File: src/rtl/irq_status_pkg.sv
// Constants for the interrupt status register of the quad D/A card
package irq_status_pkg;
	localparam int          DATA_W         = 32;           // Register word width
	localparam int          NUM_QDAC       = 8;            // Quad converters on the card
	localparam int          NUM_FIFO       = 32;           // FIFOs feeding the summary flag
	localparam int          RSVD_HI        = 31;           // Top of the unused field
	localparam int          RSVD_LO        = 25;           // Bottom of the unused field
	localparam int          FIFO_FLAG_POS  = 24;           // Summary FIFO flag position
	localparam int          SEQ_FLAG_LO    = 16;           // Converter one sequencer flag
	localparam int          SEQ_FLAG_HI    = 23;           // Converter eight sequencer flag
	localparam logic        FLAG_RESET     = 1'b0;         // Every defined flag resets low
	localparam logic [31:0] RDATA_RESET    = 32'h00000000; // Read data after reset
	localparam logic [31:0] FIFO_RESET     = 32'h00000000; // Per-FIFO source bits after reset
	localparam logic [6:0]  RSVD_READ      = 7'h00;        // Value returned from the unused field
endpackage : irq_status_pkg

File: src/rtl/sticky_flags.sv
// Bank of sticky flags: set on an event, cleared by a strobe, set wins
`timescale 1ns/10ps
module sticky_flags #(
	parameter int WIDTH = 8
) (
	input  wire logic             sys_clk, // System clock
	input  wire logic             arst_n,  // Asynchronous reset, active low
	input  wire logic [WIDTH-1:0] set_i,   // Event pulses, one per flag
	input  wire logic [WIDTH-1:0] clr_i,   // Clear strobes, one per flag
	output logic      [WIDTH-1:0] flag_q   // Held flags
);
	// A set in the same cycle as a clear keeps the flag high
	always_ff @(posedge sys_clk or negedge arst_n) begin
		if (!arst_n) begin
			flag_q <= '0;
		end else begin
			flag_q <= set_i | (flag_q & ~clr_i);
		end
	end
endmodule : sticky_flags

File: src/rtl/dac_interrupt_status.sv
// Interrupt status register: FIFO summary flag, sequencer flags and host request
//
// Functional notes
// Unused bits 31:25 ignore writes; reads return zero there.
// One summary flag at bit 24 gathers events of all enabled FIFOs.
// Summary sets when an enabled FIFO drops below threshold or runs empty.
// Summary is read-only; clears itself once all enabled FIFOs refill above limit.
// Software keeps FIFO interrupts off for converters not in FIFO mode.
// Per-FIFO source indications are kept outside this register, on their own port.
// One sequencer flag per converter; converter eight at bit 23, three at 18.
// A sequencer flag sets on its sequence event only while enabled.
// Writing 1 clears a sequencer flag; writing 0 leaves it.
// Converters two and one sit at bits 17 and 16.
// Interrupt request is high while any flag here is set.
`timescale 1ns/10ps
module dac_interrupt_status
	import irq_status_pkg::*;
(
	input  wire logic [DATA_W-1:0]   sys_clk_unused_guard, // Unused, tie low
	input  wire logic                sys_clk,             // System clock, 25 MHz
	input  wire logic                arst_n,              // Asynchronous reset, active low
	input  wire logic                reg_wr,              // Write strobe to the status word
	input  wire logic [DATA_W-1:0]   reg_wdata,           // Write data
	input  wire logic                reg_rd,              // Read strobe of the status word
	output logic      [DATA_W-1:0]   reg_rdata,           // Read data, registered
	input  wire logic [NUM_FIFO-1:0] fifo_irq_enable,     // Per-FIFO interrupt enables
	input  wire logic [NUM_FIFO-1:0] fifo_below_limit,    // FIFO count below threshold
	input  wire logic [NUM_FIFO-1:0] fifo_empty,          // FIFO holds no unconverted values
	input  wire logic [NUM_FIFO-1:0] fifo_above_limit,    // FIFO refilled above its limit
	input  wire logic [NUM_QDAC-1:0] seq_irq_enable,      // Per-converter sequencer enables
	input  wire logic [NUM_QDAC-1:0] seq_event,           // Sequence event pulses
	output logic [NUM_FIFO-1:0]      fifo_irq_source,     // Which FIFOs raised the summary
	output logic                     fifo_level_irq_flag, // Summary FIFO flag
	output logic [NUM_QDAC-1:0]      seq_irq_flag,        // Sequencer flags, converter 1 at bit 0
	output logic                     irq_req              // Interrupt request to the host
);
	logic                fifo_flag_q;
	logic                fifo_flag_d;
	logic [NUM_FIFO-1:0] fifo_src_q;
	logic [NUM_FIFO-1:0] fifo_hit;
	logic                fifo_all_refilled;
	logic [NUM_QDAC-1:0] seq_set;
	logic [NUM_QDAC-1:0] seq_clr;
	logic [DATA_W-1:0]   status_word;

	// FIFO events that count toward the summary
	assign fifo_hit          = (fifo_below_limit | fifo_empty) & fifo_irq_enable;
	assign fifo_all_refilled = &(fifo_above_limit | ~fifo_irq_enable);

	// Summary flag: set on any hit, self-clears when all enabled FIFOs refilled
	always_comb begin
		fifo_flag_d = fifo_flag_q;
		if (|fifo_hit) begin
			fifo_flag_d = 1'b1;
		end else if (fifo_all_refilled) begin
			fifo_flag_d = FLAG_RESET;
		end
	end

	// Summary flag register; software writes never touch it
	always_ff @(posedge sys_clk or negedge arst_n) begin
		if (!arst_n) begin
			fifo_flag_q <= FLAG_RESET;
		end else begin
			fifo_flag_q <= fifo_flag_d;
		end
	end

	// Per-FIFO source bits kept beside the register, cleared on refill
	always_ff @(posedge sys_clk or negedge arst_n) begin
		if (!arst_n) begin
			fifo_src_q <= FIFO_RESET;
		end else begin
			fifo_src_q <= fifo_hit | (fifo_src_q & ~fifo_above_limit);
		end
	end

	// Sequencer flag set and write-one-to-clear strobes
	assign seq_set = seq_event & seq_irq_enable;
	assign seq_clr = reg_wr ? reg_wdata[SEQ_FLAG_HI:SEQ_FLAG_LO] : '0;

	// One sticky flag per converter
	sticky_flags #(
		.WIDTH (NUM_QDAC)
	) u_seq_flags (
		.sys_clk (sys_clk),
		.arst_n  (arst_n),
		.set_i   (seq_set),
		.clr_i   (seq_clr),
		.flag_q  (seq_irq_flag)
	);

	// Assemble the status word; bits below 16 belong to other logic
	always_comb begin
		status_word                            = '0;
		status_word[RSVD_HI:RSVD_LO]           = RSVD_READ;
		status_word[FIFO_FLAG_POS]             = fifo_flag_q;
		status_word[SEQ_FLAG_HI:SEQ_FLAG_LO]   = seq_irq_flag;
	end

	// Read data captured on the read strobe
	always_ff @(posedge sys_clk or negedge arst_n) begin
		if (!arst_n) begin
			reg_rdata <= RDATA_RESET;
		end else if (reg_rd) begin
			reg_rdata <= status_word;
		end
	end

	// Outputs
	assign fifo_level_irq_flag = fifo_flag_q;
	assign fifo_irq_source     = fifo_src_q;
	assign irq_req             = fifo_flag_q | (|seq_irq_flag);
endmodule : dac_interrupt_status

File: config.mk
export PLATFORM = sky130hd
export DESIGN_NAME = dac_interrupt_status
export DESIGN_NICKNAME = d
export VERILOG_FILES = /design/src/rtl/irq_status_pkg.sv /design/src/rtl/sticky_flags.sv /design/src/rtl/dac_interrupt_status.sv
export SDC_FILE = /design/constraint.sdc
export NUM_CORES = 1
export LEC_CHECK = 0
export BUFFER_PORTS_ARGS = -buffer_cell sky130_fd_sc_hd__buf_2
export CAP_MARGIN = 20
export CELL_PAD_IN_SITES_DETAIL_PLACEMENT = 0
export CELL_PAD_IN_SITES_GLOBAL_PLACEMENT = 2
export CORE_MARGIN = 10
export CORE_UTILIZATION = 17
export CTS_CLUSTER_DIAMETER = 30
export DETAILED_ROUTE_END_ITERATION = 8
export PLACE_DENSITY = 0.88
export SYNTH_ARGS = -nofsm -noshare
export SYNTH_HDL_FRONTEND = slang
export SYNTH_HIERARCHICAL = 1
export SYNTH_SLANG_ARGS = --single-unit
File: constraint.sdc
create_clock -name sys_clk -period 2.3 [get_ports sys_clk]
set_input_delay 0.23 -clock sys_clk [delete_from_list [all_inputs] [get_ports sys_clk]]
set_output_delay 0.23 -clock sys_clk [all_outputs]
set_load 0.01 [all_outputs]
==> results.json <==
{
  "reg_to_reg_critical_path_startpoint": "fifo_level_irq_flag$_DFFE_PN0P_",
  "timing.critical_path.buf_inv": 1,
  "fin_tns_setup_ns": 0,
  "tritoncts.num_buffers": 5,
  "grt_max_degree": 28,
  "power.density_nw_per_um2": 592,
  "fin_worst_hold_slack_ns": 0.129,
  "finish.utilization": 0.267,
  "critPathMaxStageDelay_ns": 0.40,
  "clock_latency_ns": 0.28,
  "die_area_sq_um": 20200,
  "startpoint_class_of_the_critical_path": "flop",
  "overflow": 0,
  "timing.critical_path.cells": "nor4_1 -> nand3_1 -> buf_2",
  "placement.io_buffers": 206,
  "first_pass_iters": 4,
  "share_of_power_burned_in_the_clock_network": 0.327,
  "min_delay_path_class": "in2reg",
  "reg2regPathDepth": 1,
  "synth.cell_area_sq_um": 2530,
  "drt-vias-per-instance": 3.90,
  "power_leakage_uw": 0.00214,
  "min_period_over_period": 0.685,
  "post_cts_resize_count": 0,
  "chipHeight_um": 142,
  "dpl.cell_count": 670,
  "worst-r2r-setup-slack_ns": 1.45,
  "critical_path.top_delay_family": "simple AND/OR/NAND/NOR gates",
  "synth.ff_latch_count": 50,
  "postSynthAreaPerCell_sq_um": 9.00,
  "num_vias": 2655,
  "cp_num_cells": 3,
  "grt_setup_unrepaired": "no",
  "yosys.cell_types.count": 18,
  "clk_pin_slew_ns": 0.07,
  "area.growth.synth_to_final_pct": 53.2,
  "timing.critical_path.from": "u_seq_flags/flag_q[2]$_DFF_PN0_",
  "detail_route.drc_violations": 0,
  "cp_max_fo": 4,
  "ctsHtreeMaxLevel": 2,
  "tritoncts_num_sinks": 50,
  "place.detailed.hpwl_um": 9850,
  "number_of_endpoints_failing_setup_at_the_final_stage": 0,
  "power_report.internal_total_uw": 1640,
  "slew_of_the_pin_with_the_lowest_slew_margin_ns": 0.631,
  "timing.max_cap.violations": 0,
  "setup.worst_path.end": "irq_req",
  "synthCells": 281,
  "core_region_area_sq_um": 14500,
  "cts.hold.buffers_added": 1,
  "die_w_um": 142,
  "achievable-frequency_mhz": 635,
  "timing_hold_violations_final": 0,
  "cp_arrival_ns": 1.35,
  "routed_wirelength_um": 10900,
  "cts_post_setup_buffers_inserted": 0,
  "fin_crit_ns": 1.58,
  "globalplace.congestion": 0.829,
  "grt_pass1_wl_um": 16100,
  "pwr-share-comb": 0.226,
  "seqPwrFrac": 0.447,
  "core.rowCount": 44,
  "cts_root_buffer": "clkbuf_16",
  "post_route_cells_drive_above_1_share": 0.461,
  "proportion_of_synthesized_chip_area_in_sequential_cells": 0.495,
  "grt_pass1_vias": 3031,
  "crit_slowest_cell": "dfrtp_1",
  "switching_part_of_the_total_power": 0.283,
  "switchingPower_uw": 649,
  "antenna_violating_nets_post_route": 0,
  "run_status": "finished, final reports clean",
  "crit-reg2reg-capture": "reg_rdata[24]$_DFFE_PN0P_",
  "yosys_warnings": 6,
  "final_cell_count_no_fill": 680,
  "vdd_drop_max_uv": 242,
  "ioPinCount": 286,
  "antenna_found_initial": 1,
  "cts_max_path_buffers": 2,
  "global_route.usage.total": 0.102,
  "wl_per_cell_um": 16.1,
  "timing_max_transition_violations_final": 0,
  "filler_cell_count": 1620,
  "worst-endpoint-required_ns": 2.07,
  "setup.worst_path.class": "reg2out",
  "slew_headroom": 0.579,
  "fin_nets": 706,
  "floorplan.initialDensity": 0.174,
  "drt_iter0_drc": 46,
  "timing.clock.skew_ns": 0.00301,
  "crit_path_end_kind": "output pin",
  "cts_tree": "done"
}
power groups by stage:
stage               sequential, uW  clock, uW  combinational (uW)
floorplan                     1080          0                 184
global placement              1040          0                 527
detailed placement            1040          0                 530
CTS                           1020        796                 532
global route                  1040        833                 579
finish                        1020        750                 517
cell type report:
type,count,area (sq um),area share
diodes,1,2.50,0.000646
clock inverters,1,5.00,0.00129
well taps,184,230,0.0594
clock buffers,7,143,0.0368
multi-input cells,157,912,0.235
repair buffers,208,1060,0.274
inverters,72,270,0.0697
flip-flops and latches,50,1250,0.323
synth_stat cells:
cell	count	share of area
o21ai_2	5	0.017
nand2_1	1	0.0015
nand4_1	9	0.022
and2_1	16	0.040
conb_1	1	0.0015
inv_1	72	0.11
nor3_1	1	0.0020
buf_4	23	0.068
nor2_1	1	0.0015
o21ai_0	42	0.083
a21o_1	9	0.027
mux2_2	9	0.040
o22ai_1	16	0.040
dfrtp_1	50	0.49
nand3_1	1	0.0020
o21ai_1	17	0.034
buf_2	1	0.0020
nor4_1	7	0.017
how the worst min path moves through the flow:
| stage | startpoint | endpoint | slack, ns | cells after the start |
|---|---|---|---|---|
| after floorplan | arst_n | fifo_irq_source[0]$_DFF_PN0_ | -0.07 | 0 |
| after global routing | fifo_above_limit[1] | fifo_irq_source[1]$_DFF_PN0_ | 0.12 | 2 |
| final | fifo_above_limit[25] | fifo_irq_source[25]$_DFF_PN0_ | 0.13 | 2 |
| after global placement | arst_n | reg_rdata[16]$_DFFE_PN0P_ | 0.29 | 1 |
| after CTS | fifo_above_limit[19] | fifo_irq_source[19]$_DFF_PN0_ | 0.12 | 2 |
| after detailed placement | arst_n | reg_rdata[17]$_DFFE_PN0P_ | 0.30 | 1 |
kinds of logic after synthesis:
kind of cell,share of synthesized area
other,0.00148
multiplexers,0.0401
buffers and inverters,0.177
AND/OR/NAND/NOR,0.0861
AO/OA/AOI/OAI,0.200
flip-flops,0.495
placed cells by master (no fill, tap or decap), drive strengths merged:
cell / n
nand4: 9
o21ai: 64
and2: 16
inv: 72
o22ai: 16
nor3: 1
a21o: 9
conb: 23
dfrtp: 50
clkinv: 1
dlygate4sd3: 1
mux2: 9
nand2: 1
clkbuf: 7
nor4: 7
buf: 207
nor2: 1
diode: 1
nand3: 1
routing by layer:
metal | GRT usage | wire (um)
met3 | 0.0557 | 1360
met4 | 0.0145 | 41
met1 | 0.110 | 4300
met2 | 0.175 | 5230
met5 | 0 | 0
metrics by stage:
step | setup slack [ns] | power, uW | cell area (sq um)
after global placement | 0.611 | 1560 | 3710
after detailed placement | 0.556 | 1570 | 3710
final | 0.724 | 2290 | 3870
after global routing | 0.680 | 2450 | 3870
after CTS | 0.713 | 2350 | 3870
after floorplan | 1.24 | 1260 | 2610
registers in the layout, indices dropped and copies added (netlist names):
name and cells:
reg_rdata 9, u_seq_flags/flag_q 8, fifo_irq_source 32, fifo_level_irq_flag 1
Power figures use the tool's default switching activity.
